File: src/logic/gpu_perf_consts.vh
`ifndef GPU_PERF_CONSTS_VH
`define GPU_PERF_CONSTS_VH

// register byte offsets
`define OFF_RD_BYTE_TOTAL   8'h3c
`define OFF_WR_BYTE_TOTAL   8'h40
`define OFF_WORK_CYCLE_CNT  8'h44
`define OFF_MEMORY_CONFIG   8'h60
`define OFF_PERF_CONTROL    8'h64

// memory config fields
`define GRANULE_LSB         0
`define GRANULE_MSB         2
`define MARGIN_LSB          4
`define MARGIN_MSB          6
`define GRANULE_RESET       3'h0
`define MARGIN_RESET        3'h4

// granule codes
`define GRAN_4K             3'h0
`define GRAN_128            3'h1
`define GRAN_256            3'h2
`define GRAN_512            3'h3
`define GRAN_1K             3'h4
`define GRAN_2K             3'h5
`define GRAN_RSVD           3'h6
`define GRAN_HASH           3'h7

// perf control field
`define PERF_EN_BIT         0
`define PERF_EN_RESET       1'h0

`define COUNTER_RESET       32'h00000000
`define UNMAPPED_READ       32'h00000000

`endif

File: src/logic/gpu_perf_and_striping_regs.v
// Our own choice: register access over Avalon-MM.
`timescale 1ns/1ps
`include "gpu_perf_consts.vh"

module gpu_perf_and_striping_regs #(
  parameter ADDR_W  = 32,
  parameter BYTES_W = 8
) (
  input  wire                i_sys_clk,
  input  wire                i_rstn,
  // avalon-mm slave
  input  wire [7:0]          i_avs_address,
  input  wire                i_avs_read,
  input  wire                i_avs_write,
  input  wire [31:0]         i_avs_writedata,
  input  wire [3:0]          i_avs_byteenable,
  output reg  [31:0]         o_avs_readdata,
  output reg                 o_avs_waitrequest,
  // gpu axi traffic beats
  input  wire                i_rd_beat,
  input  wire [BYTES_W-1:0]  i_rd_beat_bytes,
  input  wire                i_wr_beat,
  input  wire [BYTES_W-1:0]  i_wr_beat_bytes,
  // access to be steered
  input  wire [ADDR_W-1:0]   i_physical_addr,
  output reg                 o_l2_cache_slice,
  output reg  [2:0]          o_sram_margin
);

  // register state; the three counters have no write path at all, so a
  // stray software write can never disturb a measurement in progress
  reg  [31:0] rd_total_reg;
  reg  [31:0] wr_total_reg;
  reg  [31:0] work_cnt_reg;
  reg  [2:0]  granule_reg;
  reg  [2:0]  granule_next;
  reg  [2:0]  margin_next;
  reg         perf_en_reg;
  reg         perf_en_next;
  reg         ack_reg;
  reg  [31:0] rdata_next;
  wire        slice_sel;
  wire        req;
  wire        wr_strobe;
  wire        cfg_wr;
  wire        ctl_wr;
  reg  [31:0] cfg_merged;
  reg  [31:0] rd_total_next;
  reg  [31:0] wr_total_next;
  reg  [31:0] work_cnt_next;

  // merge written bytes into an old value, honouring byte enables
  function [31:0] merge_be;
    input [31:0] old_v;
    input [31:0] new_v;
    input [3:0]  be;
    integer b;
    begin
      merge_be = old_v;
      for (b = 0; b < 4; b = b + 1) begin
        if (be[b]) begin
          merge_be[8*b +: 8] = new_v[8*b +: 8];
        end
      end
    end
  endfunction

  // widen a beat byte count to the accumulator width
  function [31:0] grow;
    input [BYTES_W-1:0] n;
    begin
      grow = {{(32-BYTES_W){1'b0}}, n};
    end
  endfunction

  // readback image of the memory config word; reserved bits read zero
  function [31:0] cfg_word;
    input [2:0] margin;
    input [2:0] granule;
    begin
      cfg_word = {25'h0000000, margin, 1'b0, granule};
    end
  endfunction

  ////////////////////////////////////////////////////////////////////////////
  // a request is taken once; ack_reg masks the cycle in which its answer
  // stands, so a request that is still held is not taken a second time
  assign req       = (i_avs_read | i_avs_write) & ~ack_reg;
  // writes land in the answer cycle, at the edge where the master sees
  // waitrequest low, never earlier: a read issued right after the write
  // then always returns the new value
  assign wr_strobe = ack_reg & i_avs_write;
  assign cfg_wr    = wr_strobe & (i_avs_address == `OFF_MEMORY_CONFIG);
  assign ctl_wr    = wr_strobe & (i_avs_address == `OFF_PERF_CONTROL);

  ////////////////////////////////////////////////////////////////////////////
  // bus: one wait cycle, then the answer; read data is latched as the
  // request is taken, so it holds steady while waitrequest is low and
  // until the next read is taken
  always @(posedge i_sys_clk) begin
    if (!i_rstn) begin
      ack_reg           <= 1'b0;
      o_avs_waitrequest <= 1'b1;
      o_avs_readdata    <= 32'h00000000;
    end else begin
      ack_reg           <= req;
      o_avs_waitrequest <= ~req;
      if (req && i_avs_read) begin
        o_avs_readdata <= rdata_next;
      end
    end
  end

  // read decode; reserved bits and unmapped offsets read zero
  always @* begin
    case (i_avs_address)
      `OFF_RD_BYTE_TOTAL:  rdata_next = rd_total_reg;
      `OFF_WR_BYTE_TOTAL:  rdata_next = wr_total_reg;
      `OFF_WORK_CYCLE_CNT: rdata_next = work_cnt_reg;
      `OFF_MEMORY_CONFIG:  rdata_next = cfg_word(o_sram_margin,
                                                  granule_reg);
      `OFF_PERF_CONTROL:   rdata_next = {31'h00000000, perf_en_reg};
      default:             rdata_next = `UNMAPPED_READ;
    endcase
  end

  ////////////////////////////////////////////////////////////////////////////
  // writable fields, byte lanes honoured; writes to counters are ignored,
  // they simply have no decode here
  always @* begin
    cfg_merged   = merge_be(cfg_word(o_sram_margin, granule_reg),
                            i_avs_writedata, i_avs_byteenable);
    granule_next = granule_reg;
    margin_next  = o_sram_margin;
    perf_en_next = perf_en_reg;
    // a reserved granule code is stored as written; steering treats it
    if (cfg_wr) begin
      granule_next = cfg_merged[`GRANULE_MSB:`GRANULE_LSB];
      margin_next  = cfg_merged[`MARGIN_MSB:`MARGIN_LSB];
    end
    // only lane 0 carries the enable bit
    if (ctl_wr && i_avs_byteenable[0]) begin
      perf_en_next = i_avs_writedata[`PERF_EN_BIT];
    end
  end

  always @(posedge i_sys_clk) begin
    if (!i_rstn) begin
      granule_reg   <= `GRANULE_RESET;
      o_sram_margin <= `MARGIN_RESET;
      perf_en_reg   <= `PERF_EN_RESET;
    end else begin
      granule_reg   <= granule_next;
      o_sram_margin <= margin_next;
      perf_en_reg   <= perf_en_next;
    end
  end

  ////////////////////////////////////////////////////////////////////////////
  // next counter values; each completed beat adds its aligned byte count,
  // so a beat with partial strobes still counts in full; the sums wrap at
  // 32 bits, which software must allow for when it subtracts two readings
  always @* begin
    rd_total_next = rd_total_reg;
    wr_total_next = wr_total_reg;
    work_cnt_next = work_cnt_reg;
    if (perf_en_reg) begin
      if (i_rd_beat) begin
        rd_total_next = rd_total_reg + grow(i_rd_beat_bytes);
      end
      if (i_wr_beat) begin
        wr_total_next = wr_total_reg + grow(i_wr_beat_bytes);
      end
      work_cnt_next = work_cnt_reg + 32'h00000001;
    end
  end

  // counters hold their value whenever monitoring is off
  always @(posedge i_sys_clk) begin
    if (!i_rstn) begin
      rd_total_reg <= `COUNTER_RESET;
      wr_total_reg <= `COUNTER_RESET;
      work_cnt_reg <= `COUNTER_RESET;
    end else begin
      rd_total_reg <= rd_total_next;
      wr_total_reg <= wr_total_next;
      work_cnt_reg <= work_cnt_next;
    end
  end

  ////////////////////////////////////////////////////////////////////////////
  // slice choice is registered so the output comes from a flip-flop;
  // a new granule steers from the access after the write's edge, and
  // the slice output lags the address it belongs to by one cycle
  l2_slice_select #(
    .ADDR_W (ADDR_W)
  ) u_slice (
    .i_granule        (granule_reg),
    .i_physical_addr  (i_physical_addr),
    .o_l2_cache_slice (slice_sel)
  );

  always @(posedge i_sys_clk) begin
    if (!i_rstn) begin
      o_l2_cache_slice <= 1'b0;
    end else begin
      o_l2_cache_slice <= slice_sel;
    end
  end

endmodule

File: src/logic/l2_slice_select.v
`timescale 1ns/1ps
`include "gpu_perf_consts.vh"

module l2_slice_select #(
  parameter ADDR_W = 32
) (
  input  wire [2:0]        i_granule,
  input  wire [ADDR_W-1:0] i_physical_addr,
  output reg               o_l2_cache_slice
);

  // xor fold of the upper address bits above the 256 byte granule
  function hash_bit;
    input [ADDR_W-1:0] a;
    integer k;
    begin
      hash_bit = 1'b0;
      for (k = 8; k < ADDR_W; k = k + 1) begin
        hash_bit = hash_bit ^ a[k];
      end
    end
  endfunction

  // an address bit picks the slice except in hash and reserved modes; a one routes to slice one
  always @* begin
    case (i_granule)
      `GRAN_4K:   o_l2_cache_slice = i_physical_addr[12];
      `GRAN_128:  o_l2_cache_slice = i_physical_addr[7];
      `GRAN_256:  o_l2_cache_slice = i_physical_addr[8];
      `GRAN_512:  o_l2_cache_slice = i_physical_addr[9];
      `GRAN_1K:   o_l2_cache_slice = i_physical_addr[10];
      `GRAN_2K:   o_l2_cache_slice = i_physical_addr[11];
      `GRAN_HASH: o_l2_cache_slice = hash_bit(i_physical_addr);
      // reserved code: software must not use it, slice zero is a safe pick
      default:    o_l2_cache_slice = 1'b0;
    endcase
  end

endmodule

File: config.mk
export PLATFORM = sky130hd
export DESIGN_NAME = gpu_perf_and_striping_regs
export DESIGN_NICKNAME = d
export VERILOG_FILES = /design/src/logic/gpu_perf_and_striping_regs.v /design/src/logic/l2_slice_select.v
export VERILOG_INCLUDE_DIRS = /design/src /design/src/logic
export SDC_FILE = /design/constraint.sdc
export NUM_CORES = 1
export LEC_CHECK = 0
export BUFFER_PORTS_ARGS = -buffer_cell sky130_fd_sc_hd__clkbuf_2
export CORE_MARGIN = 4
export CORE_UTILIZATION = 47
export CTS_BUF_LIST = sky130_fd_sc_hd__clkbuf_4 sky130_fd_sc_hd__clkbuf_8
export CTS_CLUSTER_SIZE = 8
export DETAILED_ROUTE_END_ITERATION = 10
export PLACE_DENSITY_LB_ADDON = 0.2
export SLEW_MARGIN = 20
export SYNTH_ARGS = -nofsm -noshare
export SYNTH_HDL_FRONTEND = slang
export SYNTH_SLANG_ARGS = --single-unit
File: constraint.sdc
create_clock -name i_sys_clk -period 3.6 [get_ports i_sys_clk]
set_input_delay 0.72 -clock i_sys_clk [delete_from_list [all_inputs] [get_ports i_sys_clk]]
set_output_delay 0.72 -clock i_sys_clk [all_outputs]
set_load 0.01 [all_outputs]
# [Yosys cells after proc, flatten, opt, wreduce, memory -nomap -nowiden]
# Index checks and enable logic that the tools add are counted.
[totals] register_bits=138 input_bits=98 out_inout_bits=37 wordCells=62
[classes] add_sub_neg=3 n_eq_ne=11 muxes=2 n_bitwise=30 reduce_logical=6
[op_table] op="$pmux W32 S5" count=1
[op_table] op="$add A32 B8 Y32" count=2
[op_table] op="$add A32 B1 Y32 const B" count=1
[op_table] op="$eq A8 B7 Y1 const B" count=4
[op_table] op="$xor A1 B1 Y1" count=23
[op_table] op="$eq A3 B3 Y1 const B" count=3
[op_table] op="$eq A8 B6 Y1 const B" count=1
[op_table] op="$pmux W1 S7" count=1
[op_table] op="$eq A3 B2 Y1 const B" count=2
[op_table] op="$reduce_and A2 Y1" count=3
[op_table] op="$and A1 B1 Y1" count=4
[op_table] op="$eq A3 B1 Y1 const B" count=1
[op_table] op="$logic_not A3 Y1" count=1
[op_table] op="$logic_and A1 B1 Y1" count=2
[op_table] op="$not A1 Y1" count=2
[op_table] op="$or A1 B1 Y1" count=1

# [Longest topological paths before layout]
# Gate-level depths: netlist of the first run.
[depth] depth_word=24 depth_mapped=11 depth_no_buf=10

# [Cells and area by module]
# Synthesis of the first run repeated with hierarchy kept, for this count alone.
[unflattened] cells_unflattened=841 area_unflattened_um2=7090.6
[modules_own_cells] mod="gpu_perf_and_striping_regs" instances=1 cells_per_inst=813 area_per_inst_um2=6829.0 seq_area_each_um2=2762.6
[modules_own_cells] mod="l2_slice_select" instances=1 cells_per_inst=28 area_per_inst_um2=261.5 seq_area_each_um2=0.0

# [Worst setup path after synthesis of the first run]
# OpenSTA, ideal clock, no wires.
[synth_path] kind="in2reg" startpoint="input port i_rd_beat_bytes[0]" endpoint="register rd_total_reg[22]" setup_ns=0.115 arrival_time_ns=2.723 required_time_ns=3.485 setup_slack_ns=0.763 cell_stages=11 path_buffers=1 path_cell_list="ha_1 -> inv_1 -> fa_1 -> nor2b_1 -> o21ai_0 -> a21o_1 -> a311oi_1 -> clkbuf_1 -> nand4_1 -> xnor2_1 -> and2_1"
[synth_between] elab_chain_len=1
[synth_lines] element="start: declaration" line="gpu_perf_and_striping_regs.v:21" text="input wire [BYTES_W-1:0] i_rd_beat_bytes,"
[synth_lines] element="$add A32 B8 Y32" line="gpu_perf_and_striping_regs.v:169" text="rd_total_next = rd_total_reg + grow(i_rd_beat_bytes);"
[synth_lines] element="end signal: assignment" line="gpu_perf_and_striping_regs.v:181" text="rd_total_reg <= `COUNTER_RESET;"
[synth_lines] element="end signal: assignment" line="gpu_perf_and_striping_regs.v:185" text="rd_total_reg <= rd_total_next;"
[synth_lines] element="end: declaration" line="gpu_perf_and_striping_regs.v:32" text="reg [31:0] rd_total_reg;"
# No other way between the ends.
# A chain may end at the register's enable or synchronous reset.

# [Worst setup path after layout of the first run]
[layout_path] startpoint="register rd_total_reg[0]" endpoint="register rd_total_reg[30]"
[layout_between] elab_chain_len=1
[layout_lines] element="$add A32 B8 Y32" line="gpu_perf_and_striping_regs.v:169"
# No other way between the ends.

==> impl_metrics.yaml, run 1 <==
detailed_routing:
  wl_per_cell_um: 15.27
  drt_first_iter_violations: 525
  vias: 6078
  dr.pass1.iters: 7
  final_antenna_net_count: 0
  viasPerCell: 5.461
  drc: 0
  drt_wl_total_um: 16990
pwr:
  p_leak_nw: 3.236
  total_power_mw: 3.058
  ir_drop_uv: 298.8
  power.density_nw_per_um2: 369.4
synthesis:
  synth.most_common_cell: "dfxtp_1"
  dominantRegCellSynth: "dfxtp_1"
  synth-compound-area-share: 0.1452
  ys_ff_latch: 138
  synthMuxAreaShare: 0.01579
  synth_top_family_by_area: "simple AND/OR/NAND/NOR gates"
  synth.distinct_cells: 53
  yosysTopAreaCell: "dfxtp_1"
  synth_edf_count: 0
  synthSimpleGateAreaFrac: 0.2611
  syn_nets: 939
  yosys-top-cells-count: "dfxtp_1 (138), and2_1 (109), nand2_1 (86)"
  syn_area_sq_um: 7211
  synth-seq-area-share: 0.3831
  yosys.area_share.adder: 0.03505
  netlist_instances: 822
  yosysWarnings: 0
  syn_avg_cell_area_sq_um: 8.772
  ys_top_cells_by_area: "dfxtp_1 (38%), and2_1 (9.5%), xnor2_1 (8.3%)"
  yosysTopAreaCellShare: 0.3831
  synth_xor_area_frac: 0.1190
  synthArstFlopShare: 0
clock_network:
  cts_made_buffers: 17
  cts.sinks: 138
  post_cts_buffers: 0
  htreeDepth: 4
  postCtsHoldBufs: 0
  post_cts_resized: 0
  path_clk_slew_ns: 0.07
  cts_max_path_buffers: 2
  root_buffer: "clkbuf_8"
  clkLatencyLatePin_ns: 0.44
  tritoncts: "yes"
grt:
  track_usage: 0.1984
  grt_pass1_wl_um: 28480
  grt_pass1_vias: 5707
  antenna_found_initial: 0
  overflow: 0
  grt_start_max_net_pins: 76
min_path:
  min_path_type: "reg2reg"
  hold_path_end: "wr_total_reg[6]$_SDFFE_PN0P_"
  whs_path_depth: 2
  min_from: "wr_total_reg[6]$_SDFFE_PN0P_"
floorplan:
  die_area_sq_um: 17390
  rows: 45
  die_h_um: 131.9
  ios: 135
  start_util: 0.4779
  core_region_area_sq_um: 15090
  die_x_um: 131.9
sta:
  tightest_slew_ns: 0.7950
  setup_viol: 0
  fin_tns_setup_ns: 0
  hold_slack_ns: 0.4931
  fin_ws_ns: 0.9925
  fin_skew_ns: 0.01550
  slew_headroom: 0.4671
  finalHoldViolations: 0
  period_share: 0.7243
  period_minus_slack_ns: 2.607
  slew_viol_final: 0
  rsz0062_at_grt: "false"
  clock.fmax_ghz: 0.3835
critical_path:
  startpoint_type: "flip-flop"
  crit_type: "reg2reg"
  reg2regPathDepth: 11
  cp.arrival_ns: 2.95
  rrSetupSlack_ns: 0.99
  crit_path_max_fanout: 11
  cp_data_required_time_ns: 3.94
  rr_endpoint: "rd_total_reg[30]$_SDFFE_PN0P_"
  end_kind: "flip-flop"
  rr_startpoint: "rd_total_reg[0]$_SDFFE_PN0P_"
run_status:
  status: "complete, no violations"
cells_and_area:
  syn_to_final_growth_pct: 14.82
  fin_area_sq_um: 8279
  post-route-util: 0.5487
  nets: 1029
  layout-drive-gt1-share: 0.1643
  final_cells: 1113
  fillers: 1418
  n_antenna_cell: 0
placement:
  post-place-ws_ns: 0.6115
  port_buffers: 98
  dp_hpwl_um: 11840
  gp_congestion: 0.8271
  place_area_sq_um: 7853
  dp.cells: 1081
job:
  max_cap_violations: 0
==> routing by layer <==
| metal | routed length (um) | vias up | global-route usage | share of wire |
|---|---|---|---|---|
| met5 | 0 | - | 0 | 0 |
| met2 | 7669 | 183 | 0.3158 | 0.45 |
| li1 | - | 3063 | - | - |
| met3 | 1059 | 14 | 0.05000 | 0.062 |
| met1 | 8149 | 2818 | 0.2723 | 0.48 |
| met4 | 115 | 0 | 0.04551 | 0.0068 |
==> cells in the final DEF (no fill, tap or decap), types with 5 or more instances in the layout <==
cell / count
a221oi_1: 6
a21boi_0: 18
nor2_1: 21
o21ai_0: 33
nand4_1: 23
a222oi_1: 26
nor4_1: 7
or3_1: 12
nor2b_1: 16
clkbuf_8: 20
nand3_1: 18
and2_1: 109
o21ai_1: 28
dfxtp_1: 138
xnor2_1: 68
clkbuf_2: 97
a22oi_1: 6
a21oi_1: 12
nor3_1: 15
and3_1: 12
buf_4: 12
nand2_1: 86
mux2i_1: 8
inv_1: 24
xor2_1: 30
o21a_1: 6
and4_1: 5
ha_1: 17
==> worst max-delay path by stage <==
stage                                       from                             to  slack, ns
global placement              i_wr_beat_bytes[0]  wr_total_reg[30]$_SDFFE_PN0P_       0.64
global route        rd_total_reg[0]$_SDFFE_PN0P_  rd_total_reg[20]$_SDFFE_PN0P_       0.75
floorplan                     i_rd_beat_bytes[0]  rd_total_reg[22]$_SDFFE_PN0P_       0.76
detailed placement            i_rd_beat_bytes[0]  rd_total_reg[26]$_SDFFE_PN0P_       0.61
finish              rd_total_reg[0]$_SDFFE_PN0P_  rd_total_reg[30]$_SDFFE_PN0P_       0.99
CTS                 rd_total_reg[0]$_SDFFE_PN0P_  rd_total_reg[30]$_SDFFE_PN0P_       1.01
==> worst max-delay path, cell delays in order (launching register included) <==
cell and delay [ns]:
dfxtp_1 0.41, ha_1 0.19, inv_1 0.05, fa_1 0.38, nor2b_1 0.16, o21ai_0 0.13
a21o_1 0.21, a311oi_1 0.25, buf_4 0.26, nand4_1 0.14, xnor2_1 0.17, and2_1 0.15
==> cells by family after synthesis <==
family,count (synthesis)
compound gates,153
xor+xnor,98
fa+ha+maj,19
buf+inv,64
flops,138
mux,10
simple gates,340
==> where the power goes <==
| part | switching (mW) | internal [mW] | total, mW |
|---|---|---|---|
| Combinational | 0.0910 | 0.0883 | 0.179 |
| Sequential | 0.000732 | 1.53 | 1.53 |
| Clock | 0.604 | 0.747 | 1.35 |
| Total | 0.696 | 2.36 | 3.06 |
==> area by class of cell <==
cell class              instances  area, sq um  share of cell area
inverters                      24        90.09             0.01088
clock buffers                  21        282.8             0.03415
well taps                     188        235.2             0.02841
repair buffers                111        600.6             0.07254
clock inverters                11        142.6             0.01723
multi-input cells             620         4165              0.5031
flip-flops and latches        138         2763              0.3337
No activity file was read; power rests on OpenSTA's default activity.
==> run 2: changes to the inputs <==
Settings changed: ABC_AREA set to 1.
Clock period 3.6 ns to 2.23 ns, I/O delays scaled along.
==> run 2 against run 1 <==
Net effect:
- total power is 63% higher
- combinational power is 96% higher
- sequential power is 61% higher
- fmax is 24% higher
- critical path depth is 2 higher
- via count is 27% higher
- clock power is 61% higher
- cell count is 34% higher
- final area is 10% higher
- largest cell class unchanged
- sequential share of layout area is 3.0 points lower
==> impl_metrics.yaml, run 2 <==
run_status:
  status: "complete, no violations"
placement:
  post-place-ws_ns: -0.1805
  port_buffers: 98
  dp_hpwl_um: 16240
  gp_congestion: 0.9228
critical_path:
  crit_type: "reg2reg"
  cp_data_required_time_ns: 2.58
  crit_path_max_fanout: 4
  startpoint_type: "flip-flop"
  end_kind: "flip-flop"
  cp.arrival_ns: 2.46
synthesis:
  synth-seq-area-share: 0.3584
  synthArstFlopShare: 0
  syn_nets: 1250
  ys_top_cells_by_area: "dfxtp_1 (36%), nand2_1 (12%), a21oi_1 (8.0%)"
  dominantRegCellSynth: "dfxtp_1"
  synth.distinct_cells: 50
  yosysTopAreaCellShare: 0.3584
  syn_area_sq_um: 7707
  ys_ff_latch: 138
  syn_avg_cell_area_sq_um: 6.803
  yosysTopAreaCell: "dfxtp_1"
  yosys-top-cells-count: "nand2_1 (256), inv_1 (149), dfxtp_1 (138)"
  synth.most_common_cell: "nand2_1"
  yosysWarnings: 0
  netlist_instances: 1133
  synth_edf_count: 0
detailed_routing:
  route.met2.wl_um: 9634
  m1WireLength_um: 10140
  drc: 0
  dr_wl_met3_um: 1048
  top_layer: "met4"
  final_antenna_net_count: 0
  drt_wl_total_um: 21250
  viasPerCell: 5.194
  drt_first_iter_violations: 576
  dr.pass1.iters: 5
  vias: 7723
  wl_per_cell_um: 14.29
clock_network:
  cts.sinks: 138
  root_buffer: "clkbuf_8"
  postCtsHoldBufs: 0
  path_clk_slew_ns: 0.08
  cts_max_path_buffers: 2
  htreeDepth: 4
  tritoncts: "yes"
  clkLatencyLatePin_ns: 0.46
  cts_made_buffers: 17
sta:
  slew_headroom: 0.5853
  period_minus_slack_ns: 2.107
  slew_viol_final: 0
  rsz0062_at_grt: "true"
  finalHoldViolations: 0
  fin_ws_ns: 0.1227
  tightest_slew_ns: 0.6213
  setup_viol: 0
  fin_skew_ns: 0.01017
  period_share: 0.9450
  fin_tns_setup_ns: 0
  clock.fmax_ghz: 0.4745
floorplan:
  core_region_area_sq_um: 16000
  die_x_um: 136.1
  die_h_um: 136.1
  die_area_sq_um: 18510
  rows: 46
  ios: 135
  start_util: 0.4817
grt:
  antenna_found_initial: 0
  overflow: 0
  grt_pass1_vias: 7064
  track_usage: 0.2363
  grt_start_max_net_pins: 71
  grt_pass1_wl_um: 34730
pwr:
  total_power_mw: 4.999
  ir_drop_uv: 377.8
  power.density_nw_per_um2: 548.5
  p_leak_nw: 3.594
cells_and_area:
  layout_common_cells: "nand2_1 (252), inv_1 (149), dfxtp_1 (137)"
  final_common_cell: "nand2_1"
  syn_to_final_growth_pct: 18.26
  n_antenna_cell: 0
  nets: 1375
  layout-drive-gt1-share: 0.1770
job:
  max_cap_violations: 0
min_path:
  min_path_type: "in2reg"
-- run 2: logic make-up after synthesis --
family,Yosys count,share of synthesized area
AOI/OAI and AO/OA,254,0.1839
xor gates and xnor gates,30,0.03409
adders and majority gates,19,0.03279
buffers and inverters,191,0.09529
DFF,138,0.3584
and+or+nand+nor,501,0.2955
-- run 2: what timing repair did --
| action | CTS | global route |
|---|---|---|
| gates resized for setup | 0 | 15 |
| setup endpoints to repair | 0 | 15 |
| buffers inserted | 0 | 3 |
-- run 2: final cells by class --
type                    count  area, sq um
clock inverters            11        145.1
clock buffers              21        276.5
inverters                 157        590.6
multi-input cells         804         4250
flip-flops and latches    138         2764
repair buffers            140        818.3
fillers                  1590         6885
well taps                 216        270.3
-- run 2: through the flow --
step | hold WS [ns] | std cells | util | area, sq um
final | 0.2450 | 1487 | 0.5697 | 9115
after global routing | 0.2539 | 1487 | 0.5697 | 9115
after CTS | 0.2265 | 1484 | 0.5657 | 9051
after detailed placement | 0.4548 | 1452 | 0.5393 | 8630
after global placement | 0.4521 | 1452 | 0.5393 | 8630
after floorplan | 0.4412 | 1133 | - | 7707
-- run 2: final timing paths --
path | endpoint | cells after the start | start | slack (ns)
worst min-delay path | o_sram_margin[2]$_SDFFE_PN1P_ | 3 | i_avs_writedata[6] | 0.25
worst max register to register | rd_total_reg[28]$_SDFFE_PN0P_ | 13 | rd_total_reg[0]$_SDFFE_PN0P_ | 0.12
worst max-delay path | rd_total_reg[28]$_SDFFE_PN0P_ | 13 | rd_total_reg[0]$_SDFFE_PN0P_ | 0.12
worst min register to register | o_avs_readdata[19]$_SDFFE_PN0P_ | 2 | o_avs_readdata[19]$_SDFFE_PN0P_ | 0.47
-- run 2: routing by layer --
metal  GRT usage  up-vias
li1            -     4000
met1      0.3273     3536
met2      0.3759      156
met3     0.04145       31
met4     0.07335        0
met5           0        -
-- run 2: critical path, stage by stage (launching register included) --
cell     delay, ns
dfxtp_2       0.34
ha_2          0.17
inv_1         0.06
fa_2          0.37
o21ai_2       0.16
a21oi_2       0.10
nor2_4        0.14
nand2_4       0.08
nor2_4        0.15
nand2_2       0.08
nor2_4        0.13
nand2_2       0.07
o21ai_2       0.13
nor2_1        0.04
-- run 2: where the power goes --
part / total, mW / internal [mW] / switching, mW
sequential: 2.47 / 2.47 / 0.00204
clock: 2.18 / 1.19 / 0.993
combinational: 0.351 / 0.135 / 0.215
total: 5.00 / 3.79 / 1.21
